## config.mk

```make
export PLATFORM = sky130hd
export DESIGN_NAME = pief_top
export DESIGN_NICKNAME = d
export VERILOG_FILES = /design/src/hw/pief_pkg.sv /design/src/hw/pief_flag_if.sv /design/src/hw/pief_flag_bank.sv /design/src/hw/pief_irq_unit.sv /design/src/hw/pief_top.sv
export SDC_FILE = /design/constraint.sdc
export NUM_CORES = 1
export LEC_CHECK = 0
export ABC_AREA = 1
export BUFFER_PORTS_ARGS = -buffer_cell sky130_fd_sc_hd__buf_2
export CAP_MARGIN = 20
export CORE_UTILIZATION = 33
export DETAILED_ROUTE_END_ITERATION = 6
export GPL_TIMING_DRIVEN = 0
export PLACE_DENSITY = 0.57
export SYNTH_ARGS = -nofsm -noshare
export SYNTH_HDL_FRONTEND = slang
export SYNTH_SLANG_ARGS = --single-unit
export TNS_END_PERCENT = 50
```

## constraint.sdc

```tcl
create_clock -name clk_sys -period 3.8 [get_ports clk_sys]
set_clock_uncertainty 0.1 [all_clocks]
set_input_delay 0.57 -clock clk_sys [delete_from_list [all_inputs] [get_ports clk_sys]]
set_output_delay 0.57 -clock clk_sys [all_outputs]
set_load 0.05 [all_outputs]
```

## src/hw/pief_pkg.sv

```systemverilog
// Shared constants of the peripheral interrupt enable and flag block
package pief_pkg;

    // Number of peripheral sources held in each register
    localparam int SRC_N = 8;

    // Register byte offsets on the bus
    localparam logic [7:0] OFS_FLAGS = 8'h0C;
    localparam logic [7:0] OFS_ENABLES = 8'h8C;
    localparam logic [7:0] OFS_CORE_CTRL = 8'h10;
    localparam logic [7:0] OFS_IRQ_STAT = 8'h14;
    localparam logic [7:0] OFS_IRQ_MASK = 8'h18;

    // Source bit positions, same in enables and flags
    localparam int BIT_PARALLEL_PORT = 7;
    localparam int BIT_CONVERTER_DONE = 6;
    localparam int BIT_SERIAL_RX = 5;
    localparam int BIT_SERIAL_TX = 4;
    localparam int BIT_SYNC_SERIAL = 3;
    localparam int BIT_CAPCMP_ONE = 2;
    localparam int BIT_TIMER_B_MATCH = 1;
    localparam int BIT_TIMER_A_OVERFLOW = 0;

    // Flags that software can only read
    localparam logic [7:0] FLAG_RO_MASK = 8'h30;

    // Core control bit positions
    localparam int BIT_GLOBAL_IRQ_ENABLE = 7;
    localparam int BIT_PERIPH_GROUP_ENABLE = 6;

    // Local interrupt status bits
    localparam int IRQ_W = 2;
    localparam int IRQ_BIT_REQ_RAISED = 0;
    localparam int IRQ_BIT_SET_MASKED = 1;

    // Reset values
    localparam logic [7:0] RST_FLAGS = 8'h00;
    localparam logic [7:0] RST_ENABLES = 8'h00;
    localparam logic [7:0] RST_CORE_CTRL = 8'h00;
    localparam logic [1:0] RST_IRQ = 2'h0;

endpackage

```

## src/hw/pief_flag_if.sv

```systemverilog
`timescale 1ns/10ps
// Carries peripheral events and software writes into the flag bank
interface pief_flag_if;
    logic [7:0] event_set;   // One-cycle set pulses per source
    logic rx_full;           // Receive buffer full level
    logic tx_empty;          // Transmit buffer empty level
    logic wr_stb;            // Software write of the flag register
    logic [7:0] wr_data;     // Data of that write
    logic [7:0] flags;       // Current flag register
    logic [7:0] rise;        // Flags turning on this cycle

    // Flag storage side
    modport bank (
        input event_set, rx_full, tx_empty, wr_stb, wr_data,
        output flags, rise
    );
    // Controller side
    modport ctrl (
        output event_set, rx_full, tx_empty, wr_stb, wr_data,
        input flags, rise
    );
endinterface

```

## src/hw/pief_flag_bank.sv

```systemverilog
`timescale 1ns/10ps
module pief_flag_bank (
    // Clock and reset
    input wire logic clk_sys,
    input wire logic rst,
    // Controller side
    pief_flag_if.bank fi
);

    logic [7:0] flags_q;     // Flag register
    logic [7:0] flags_d;     // Its next value

    // Next flag value: software write, then hardware sets on top
    always_comb begin
        flags_d = flags_q;
        // Writable flags take the written value
        if (fi.wr_stb) begin
            flags_d = (fi.wr_data & ~pief_pkg::FLAG_RO_MASK) |
                      (flags_q & pief_pkg::FLAG_RO_MASK);
        end
        // Set wins over a clear in the same cycle
        flags_d = flags_d | (fi.event_set & ~pief_pkg::FLAG_RO_MASK);
        // Serial flags follow the buffer levels only
        flags_d[pief_pkg::BIT_SERIAL_RX] = fi.rx_full;
        flags_d[pief_pkg::BIT_SERIAL_TX] = fi.tx_empty;
    end

    // Flag storage
    always_ff @(posedge clk_sys) begin
        if (rst) begin
            flags_q <= pief_pkg::RST_FLAGS;
        end else begin
            flags_q <= flags_d;
        end
    end

    assign fi.flags = flags_q;
    assign fi.rise = flags_d & ~flags_q;

    // An event on a writable flag always leaves that flag set next cycle
    a_event_sets_flag: assert property (@(posedge clk_sys)
        disable iff (rst)
        (|(fi.event_set & ~pief_pkg::FLAG_RO_MASK)) |=>
        ((flags_q & $past(fi.event_set) & ~pief_pkg::FLAG_RO_MASK) ==
         ($past(fi.event_set) & ~pief_pkg::FLAG_RO_MASK)))
        else $error("peripheral event did not set its flag");

    // Serial flags ignore software writes
    a_serial_flags_ro: assert property (@(posedge clk_sys)
        disable iff (rst)
        fi.wr_stb |=> (flags_q[5:4] == $past({fi.rx_full, fi.tx_empty})))
        else $error("serial flag changed by a write");

endmodule

```

## src/hw/pief_irq_unit.sv

```systemverilog
`timescale 1ns/10ps
module pief_irq_unit (
    // Clock and reset
    input wire logic clk_sys,
    input wire logic rst,
    // Events from the block
    input wire logic [1:0] events,
    // Software access
    input wire logic wr_stat,
    input wire logic wr_mask,
    input wire logic [1:0] wr_data,
    // State
    output logic [1:0] stat,
    output logic [1:0] mask,
    output logic irq
);

    logic [1:0] stat_q;  // Sticky status
    logic [1:0] mask_q;  // Interrupt mask
    logic irq_q;         // Level interrupt

    // Status: write one clears, an event in the same cycle wins
    always_ff @(posedge clk_sys) begin
        if (rst) begin
            stat_q <= pief_pkg::RST_IRQ;
        end else begin
            stat_q <= (stat_q & ~(wr_stat ? wr_data : 2'h0)) | events;
        end
    end

    // Mask register
    always_ff @(posedge clk_sys) begin
        if (rst) begin
            mask_q <= pief_pkg::RST_IRQ;
        end else if (wr_mask) begin
            mask_q <= wr_data;
        end
    end

    // Interrupt follows unmasked status one cycle later
    always_ff @(posedge clk_sys) begin
        if (rst) begin
            irq_q <= 1'b0;
        end else begin
            irq_q <= |(stat_q & mask_q);
        end
    end

    assign stat = stat_q;
    assign mask = mask_q;
    assign irq = irq_q;

    // The line tracks masked status with one cycle of lag
    a_irq_line_level: assert property (@(posedge clk_sys) disable iff (rst)
        ##1 irq_q == $past(|(stat_q & mask_q)))
        else $error("interrupt line does not follow masked status");

endmodule

```

## src/hw/pief_top.sv

```systemverilog
// Decided for this implementation: the Wishbone register port.
`timescale 1ns/10ps
// How it works
// - Enable register at 8Ch, resets to zero
// - Enable bits ordered parallel port down timer overflow
// - Enable bit one passes, zero blocks source
// - Group enable clear blocks every peripheral request
// - Flag register at 0Ch; serial flags read-only
// - Events set flags regardless of any enable
module pief_top #(
    parameter int AW = 8
) (
    // Clock and reset
    input wire logic clk_sys,
    input wire logic rst,
    // Wishbone slave
    input wire logic wb_cyc_i,
    input wire logic wb_stb_i,
    input wire logic wb_we_i,
    input wire logic [AW-1:0] wb_adr_i,
    input wire logic [3:0] wb_sel_i,
    input wire logic [31:0] wb_dat_i,
    output logic [31:0] wb_dat_o,
    output logic wb_ack_o,
    // Peripheral side
    input wire logic [7:0] periph_event,
    input wire logic serial_rx_full,
    input wire logic serial_tx_empty,
    // Core side
    output logic periph_irq_req,
    output logic core_irq_req,
    // Local interrupt
    output logic irq
);

    // Elaboration check: the map needs eight address bits
    if (AW < 8) begin : g_aw_check
        $error("AW must be at least 8");
    end

    // Address match against a register offset
    function automatic logic hit(input logic [AW-1:0] adr,
                                 input logic [7:0] ofs);
        hit = (adr == AW'(ofs));
    endfunction

    // Bus state
    logic ack_q;             // Acknowledge register
    logic [31:0] dat_q;      // Read data register
    logic req_now;           // Request present and not yet acked
    logic wr_go;             // Write takes effect this edge
    logic [7:0] rd_mux;      // Read value of the addressed register

    // Register state
    logic [7:0] en_q;        // Enable register
    logic [7:0] ctrl_q;      // Core control: global and group enable

    // Request state
    logic pend;              // Some flag meets its enable
    logic preq_d;            // Next peripheral request
    logic preq_q;            // Peripheral request to the core
    logic creq_q;            // Request taken by the core

    // Local interrupt wiring
    logic [1:0] irq_events;  // Events into the status register
    logic [1:0] irq_stat;    // Sticky status
    logic [1:0] irq_mask;    // Mask
    logic irq_line;          // Level interrupt

    // Flag bank connection
    pief_flag_if fif ();

    // A request stands between strobe and acknowledge
    assign req_now = wb_cyc_i & wb_stb_i & ~ack_q;

    // Writes land at the edge that samples the acknowledge
    assign wr_go = wb_cyc_i & wb_stb_i & wb_we_i & ack_q & wb_sel_i[0];

    // Acknowledge one cycle after the strobe, one cycle wide
    always_ff @(posedge clk_sys) begin
        if (rst) begin
            ack_q <= 1'b0;
        end else begin
            ack_q <= req_now;
        end
    end

    // Read multiplexer; unmapped offsets read zero
    always_comb begin
        rd_mux = 8'h00;
        // Flag register
        if (hit(wb_adr_i, pief_pkg::OFS_FLAGS)) begin
            rd_mux = fif.flags;
        end
        // Enable register
        if (hit(wb_adr_i, pief_pkg::OFS_ENABLES)) begin
            rd_mux = en_q;
        end
        // Core control register
        if (hit(wb_adr_i, pief_pkg::OFS_CORE_CTRL)) begin
            rd_mux = ctrl_q;
        end
        // Local interrupt status
        if (hit(wb_adr_i, pief_pkg::OFS_IRQ_STAT)) begin
            rd_mux = {6'h00, irq_stat};
        end
        // Local interrupt mask
        if (hit(wb_adr_i, pief_pkg::OFS_IRQ_MASK)) begin
            rd_mux = {6'h00, irq_mask};
        end
    end

    // Read data is captured with the acknowledge
    always_ff @(posedge clk_sys) begin
        if (rst) begin
            dat_q <= 32'h0000_0000;
        end else if (req_now) begin
            dat_q <= {24'h00_0000, rd_mux};
        end
    end

    // Enable register: one bit per source, plain read and write
    always_ff @(posedge clk_sys) begin
        if (rst) begin
            en_q <= pief_pkg::RST_ENABLES;
        end else if (wr_go && hit(wb_adr_i, pief_pkg::OFS_ENABLES)) begin
            // Bit order: parallel port at 7 down to timer A at 0
            en_q <= wb_dat_i[7:0];
        end
    end

    // Core control register: only the two enable bits exist
    always_ff @(posedge clk_sys) begin
        if (rst) begin
            ctrl_q <= pief_pkg::RST_CORE_CTRL;
        end else if (wr_go && hit(wb_adr_i, pief_pkg::OFS_CORE_CTRL)) begin
            ctrl_q <= {wb_dat_i[7:6], 6'h00};
        end
    end

    // Flag bank inputs
    assign fif.event_set = periph_event;
    assign fif.rx_full = serial_rx_full;
    assign fif.tx_empty = serial_tx_empty;
    assign fif.wr_stb = wr_go && hit(wb_adr_i, pief_pkg::OFS_FLAGS);
    assign fif.wr_data = wb_dat_i[7:0];

    // Flag storage
    pief_flag_bank u_flags (
        .clk_sys(clk_sys),
        .rst(rst),
        .fi(fif.bank)
    );

    // A source is pending when its flag and enable are both set
    assign pend = |(fif.flags & en_q);

    // The group enable must be set for any request
    assign preq_d = pend & ctrl_q[pief_pkg::BIT_PERIPH_GROUP_ENABLE];

    // Peripheral request and the core's global gate
    always_ff @(posedge clk_sys) begin
        if (rst) begin
            preq_q <= 1'b0;
            creq_q <= 1'b0;
        end else begin
            // Raised whenever a flag meets its enable and the group enable is set
            preq_q <= preq_d;
            // Taken only with the global enable too
            creq_q <= preq_d & ctrl_q[pief_pkg::BIT_GLOBAL_IRQ_ENABLE];
        end
    end

    // Local interrupt events
    always_comb begin
        irq_events = 2'h0;
        // Request to the core has just risen
        irq_events[pief_pkg::IRQ_BIT_REQ_RAISED] = preq_d & ~preq_q;
        // A flag turned on while its source is disabled
        irq_events[pief_pkg::IRQ_BIT_SET_MASKED] = |(fif.rise & ~en_q);
    end

    // Sticky status, mask and interrupt line
    pief_irq_unit u_irq (
        .clk_sys(clk_sys),
        .rst(rst),
        .events(irq_events),
        .wr_stat(wr_go && hit(wb_adr_i, pief_pkg::OFS_IRQ_STAT)),
        .wr_mask(wr_go && hit(wb_adr_i, pief_pkg::OFS_IRQ_MASK)),
        .wr_data(wb_dat_i[1:0]),
        .stat(irq_stat),
        .mask(irq_mask),
        .irq(irq_line)
    );

    // Outputs straight from flip-flops
    assign wb_ack_o = ack_q;
    assign wb_dat_o = dat_q;
    assign periph_irq_req = preq_q;
    assign core_irq_req = creq_q;
    assign irq = irq_line;

    // Reset clears the enable register
    a_enable_reset_zero: assert property (@(posedge clk_sys)
        rst |=> (en_q == 8'h00))
        else $error("enable register not zero after reset");

    // A write at 8Ch lands in the enable register
    a_enable_write_lands: assert property (@(posedge clk_sys)
        disable iff (rst)
        (wr_go && hit(wb_adr_i, pief_pkg::OFS_ENABLES)) |=>
        (en_q == $past(wb_dat_i[7:0])))
        else $error("enable write not stored");

    // Transmit flag is gated by bit 4 of the enables
    a_tx_bit_gate: assert property (@(posedge clk_sys)
        disable iff (rst)
        ((fif.flags == 8'h10) && (en_q == 8'hEF)
         && ctrl_q[pief_pkg::BIT_PERIPH_GROUP_ENABLE]) |=> !preq_q)
        else $error("transmit flag passed with bit 4 clear");

    // A cleared enable blocks its source
    a_disabled_blocked: assert property (@(posedge clk_sys)
        disable iff (rst)
        ((fif.flags & en_q) == 8'h00) |=> !preq_q)
        else $error("request without a flag and enable pair");

    // Group enable clear blocks both requests
    a_group_blocks: assert property (@(posedge clk_sys)
        disable iff (rst)
        !ctrl_q[pief_pkg::BIT_PERIPH_GROUP_ENABLE] |=> (!preq_q && !creq_q))
        else $error("request with group enable clear");

    // Reset clears the flag register
    a_flag_reset_zero: assert property (@(posedge clk_sys)
        rst ##1 !rst |-> ((fif.flags & ~pief_pkg::FLAG_RO_MASK) == 8'h00))
        else $error("flag register not zero after reset");

    // A writable flag written zero clears unless an event arrives
    a_flag_write_clears: assert property (@(posedge clk_sys)
        disable iff (rst)
        (fif.wr_stb && !wb_dat_i[0] && !periph_event[0]) |=> !fif.flags[0])
        else $error("flag write of zero did not clear");

    // An event sets its flag even with everything disabled
    a_event_ignores_enables: assert property (@(posedge clk_sys)
        disable iff (rst)
        (periph_event[pief_pkg::BIT_CAPCMP_ONE] && ctrl_q == 8'h00
         && en_q == 8'h00) |=> fif.flags[pief_pkg::BIT_CAPCMP_ONE])
        else $error("event lost while enables clear");

    // Matching flag and enable with group enable raises request
    a_request_raised: assert property (@(posedge clk_sys)
        disable iff (rst)
        (pend && ctrl_q[pief_pkg::BIT_PERIPH_GROUP_ENABLE]) |=> preq_q)
        else $error("request not raised for a pending source");

    // The core request needs the global enable on top
    a_core_needs_global: assert property (@(posedge clk_sys)
        disable iff (rst)
        ##1 creq_q == ($past(preq_d)
            && $past(ctrl_q[pief_pkg::BIT_GLOBAL_IRQ_ENABLE])))
        else $error("core request does not match its gates");

    // Acknowledge lasts exactly one cycle per request
    a_ack_one_cycle: assert property (@(posedge clk_sys)
        disable iff (rst)
        ack_q |=> !ack_q)
        else $error("acknowledge longer than one cycle");

    // Every request taken is answered in the next cycle
    a_ack_follows_req: assert property (@(posedge clk_sys)
        disable iff (rst)
        req_now |=> ack_q)
        else $error("request not acknowledged in one cycle");

    // No acknowledge without a request taken just before
    a_ack_needs_req: assert property (@(posedge clk_sys)
        disable iff (rst)
        ack_q |-> $past(req_now))
        else $error("acknowledge without a request");

    // Read data shows the register sampled with the request
    a_read_data_held: assert property (@(posedge clk_sys)
        disable iff (rst)
        req_now |=> (dat_q == {24'h00_0000, $past(rd_mux)}))
        else $error("read data does not match the register");

    // Enables only change through an accepted write
    a_enable_write_only: assert property (@(posedge clk_sys)
        disable iff (rst)
        !(wr_go && hit(wb_adr_i, pief_pkg::OFS_ENABLES)) |=> $stable(en_q))
        else $error("enable register changed without a write");

    // Unused core control bits always hold zero
    a_ctrl_spare_zero: assert property (@(posedge clk_sys)
        disable iff (rst)
        ctrl_q[5:0] == 6'h00)
        else $error("spare core control bits set");

    // Global enable clear keeps the core request low
    a_global_blocks: assert property (@(posedge clk_sys)
        disable iff (rst)
        !ctrl_q[pief_pkg::BIT_GLOBAL_IRQ_ENABLE] |=> !creq_q)
        else $error("core request with global enable clear");

    // The core request never stands without the peripheral one
    a_core_under_periph: assert property (@(posedge clk_sys)
        disable iff (rst)
        creq_q |-> preq_q)
        else $error("core request without peripheral request");

    // Receive flag tracks its buffer level one cycle later
    a_rx_flag_level: assert property (@(posedge clk_sys)
        disable iff (rst)
        ##1 fif.flags[pief_pkg::BIT_SERIAL_RX] == $past(serial_rx_full))
        else $error("receive flag does not follow its level");

    // Transmit flag tracks its buffer level one cycle later
    a_tx_flag_level: assert property (@(posedge clk_sys)
        disable iff (rst)
        ##1 fif.flags[pief_pkg::BIT_SERIAL_TX] == $past(serial_tx_empty))
        else $error("transmit flag does not follow its level");

    // Writable flags hold without a write or an event
    a_flags_hold: assert property (@(posedge clk_sys)
        disable iff (rst)
        (!fif.wr_stb && periph_event == 8'h00) |=>
        ((fif.flags & ~pief_pkg::FLAG_RO_MASK) ==
         ($past(fif.flags) & ~pief_pkg::FLAG_RO_MASK)))
        else $error("writable flag changed by itself");

    // A flag rising on a disabled source is recorded
    a_masked_rise_seen: assert property (@(posedge clk_sys)
        disable iff (rst)
        irq_events[pief_pkg::IRQ_BIT_SET_MASKED] |=>
        irq_stat[pief_pkg::IRQ_BIT_SET_MASKED])
        else $error("masked flag rise not recorded");

    // A rise of the peripheral request is recorded
    a_req_rise_seen: assert property (@(posedge clk_sys)
        disable iff (rst)
        irq_events[pief_pkg::IRQ_BIT_REQ_RAISED] |=>
        irq_stat[pief_pkg::IRQ_BIT_REQ_RAISED])
        else $error("request rise not recorded");

endmodule

```

==> impl_results.md <==
* Status: completed
* Total detailed-routing wirelength at 4.54 mm
* Main combinational cell family by area after synthesis: simple AND/OR/NAND/NOR gates
* Simple-gate share of the synthesized area at 27.2%
* Gpl congestion at 0.788
* Final cycle utilization of the critical path at 46.0%
* P per Cell Area at 346 mW/mm2
* Largest net degree at the start of global routing at 11
* Total grt overflow at 0
* Worst-path maximum fanout at 10
* DRC viols at 0
* Core area at 0.00524 mm2
* Setup slack after layout at 2.05 ns
* Average wire per standard cell at 11.3 um
* Top Usage Layer GRT: met2
* Max_slew headroom at 63.8%
* Post-synthesis compound-gate area fraction at 16.1%
* Horiz. Die Dim at 76.5 um
* Crit-path max cell delay at 0.22 ns
* Clock-pin slew on the worst setup and hold paths at 0.07 ns
* Via density per instance at 4.35
* Placement Cell Area at 0.00221 mm2
* CP max stage cell: nor2_4
* Post-Syn Area at 0.00183 mm2
* Crit path DAT at 1.84 ns
* Clk sinks at 34
* Synth top area share at 37.2%
* Antenna violations before repair at 0
* Ordered list of cells on the worst path: buf_2 -> nor2_1 -> nand3b_1 -> nor2_4 -> inv_2 -> buf_6 -> o21ai_1 -> o2111ai_1 -> nand2_1 -> inv_1
* Mapped Cells at 262
* Slew Viols, Final at 0
* Max cap viols at 0
* Initial DRC Count at 93
* DIE AREA at 0.00585 mm2
* Final HPWL DP at 3.47 mm
* Met3 Usage GRT at 4.07%
* Layout cells sized above 1 at 25.2%
* Row count at 26
* Setup crit start kind: input port
* Worst path top cell family by delay: simple AND/OR/NAND/NOR gates
* Port buffer count at 40
* H-tree Lvls at 2
* Post-synth cell types at 25
* Worst-Margin Slew at 0.542 ns
* Cell taking the most area after synthesis: dfxtp_1
* M1 GR Usage at 20.8%
* Post-synthesis register bit count at 34
* Synth async-reset ratio at 0%
* Fin area at 0.00230 mm2
* CP Capture Type: register
* Total CTS buffers at 5
* Clock root cell: clkbuf_8
* Pre-CTS setup slack at 1.76 ns
* Post-Route Setup TNS at 0 ns
* N_diodes at 0
* Setup violators final at 0
* GR Layer Usage met2 at 28.1%
* Die height at 76.5 um
* Fmax achieved at 572 MHz
* Tot GR Track Use at 16.9%
* Tot Pwr at 0.795 mW
* Critical path buffer and inverter count at 4
* CTS tree: yes
* # hold bufs at CTS at 0
* Clock Latency Late Sink at 0.29 ns
* Post-CTS Resized at 0
* Mux cell area share after synthesis at 0%
* CTS Buffer Depth at 2
* Post-route ant nets at 0
* Via count at 1754
* VDD IR max at 0.157 mV
* First-pass DRT Iterations at 4
* WS Path Type: in -> reg
* CP required at 3.89 ns
* Synth Warn # at 0
* Setup Fix Bufs, Post-CTS at 0
* Nets at 391
* I/O pin cnt at 95
* Syn Area/Cell at 6.99 um2
* Final Hold Viols at 0
* Leakage at 1.13 nW
* Number of synthesized flops with an enable pin at 0
* Layout overhead on the synthesized area at 25.4%
* Top_reg_cell synth: dfxtp_1
* Worst hold path class: reg -> reg
* Global-route wire length before repair at 7.65 mm
* Final min period at 1.75 ns
* Adder and majority gate portion of the synthesized area at 0%
* Post-synth top cells: 53 x nand2_1, 34 x dfxtp_1, 30 x inv_1
* Seq/Total Area, Yosys at 37.2%
* Initial Util at 35.0%
* Unrepaired setup endpoints after global routing: false
* Synth area leaders: dfxtp_1 37%, nand2_1 11%, buf_4 10%
* Vias in the first global route at 1619
* Most frequent cell after synthesis: nand2_1
* Post-synthesis xor/xnor area fraction at 0%
## per-layer routing
metal  part of all wire, %  vias up
met1                    46      756
met5                     0        -
met4                  0.81        0
li1                      -      943
met2                    47       53
met3                   5.4        2
## state kept, by name, summed over array words and instances, names as in the netlist
| signal | cells |
|---|---|
| u_irq.mask | 2 |
| u_irq.irq | 1 |
| ctrl_q | 2 |
| core_irq_req | 1 |
| wb_dat_o | 8 |
| u_flags.fi.flags | 8 |
| periph_irq_req | 1 |
| en_q | 8 |
| wb_ack_o | 1 |
| u_irq.stat | 2 |
## worst paths after layout
kind | to | cells after the start | slack [ns] | from
setup / recovery | wb_dat_o[1]$_SDFFE_PP0P_ | 10 | 2.05 | wb_adr_i[5]
hold / removal | u_irq.irq$_SDFF_PP0_ | 2 | 0.36 | u_irq.mask[0]$_SDFFE_PP0P_
setup reg to reg | en_q[5]$_SDFFE_PP0P_ | 7 | 2.14 | wb_ack_o$_SDFF_PP0_
hold reg to reg | u_irq.irq$_SDFF_PP0_ | 2 | 0.36 | u_irq.mask[0]$_SDFFE_PP0P_
## cell usage in the layout (no fill, tap or decap), types with 6 or more instances in the layout
cell	count
nand2_1	53
buf_2	41
dfxtp_1	34
inv_1	30
buf_4	25
nor2_1	24
conb_1	24
nand3_1	23
a21oi_1	23
o21ai_0	10
o211ai_1	6
clkbuf_8	6
## worst min-delay path, cell delays in order, from the launching register on
cell and delay, ns:
dfxtp_1 0.31, nand2_1 0.05, a21oi_1 0.05
## layout make-up
| cell class | instances | area (um2) |
|---|---|---|
| Buffer | 32 | 230 |
| Clock buffer | 7 | 86.3 |
| Clock inverter | 1 | 5.00 |
| Fill cell | 576 | 2940 |
| Inverter | 33 | 124 |
| Multi-Input combinational cell | 186 | 883 |
| Sequential cell | 34 | 681 |
| Tap cell | 70 | 87.6 |
| Timing Repair Buffer | 40 | 200 |
## report_power, final
part	leakage, nW	switching, mW	total [mW]	internal [mW]
clock network	0.0482	0.134	0.281	0.146
logic	0.803	0.101	0.144	0.0433
registers	0.277	0.00569	0.370	0.364
total	1.13	0.241	0.795	0.554
## per-stage QoR
| stage | instances | util, % | hold slack (ns) |
|---|---|---|---|
| final | 403 | 43.9 | 0.358 |
| after global placement | 395 | 42.1 | 0.343 |
| after detailed placement | 395 | 42.1 | 0.342 |
| after floorplan | 285 | - | 0.331 |
| after CTS | 403 | 43.9 | 0.354 |
| after global routing | 403 | 43.9 | 0.376 |
## logic make-up after synthesis
family,Yosys count
buf+inv,65
simple gates,110
flops,34
other cells,1
compound gates,52
(Power assumes the default switching activity.)
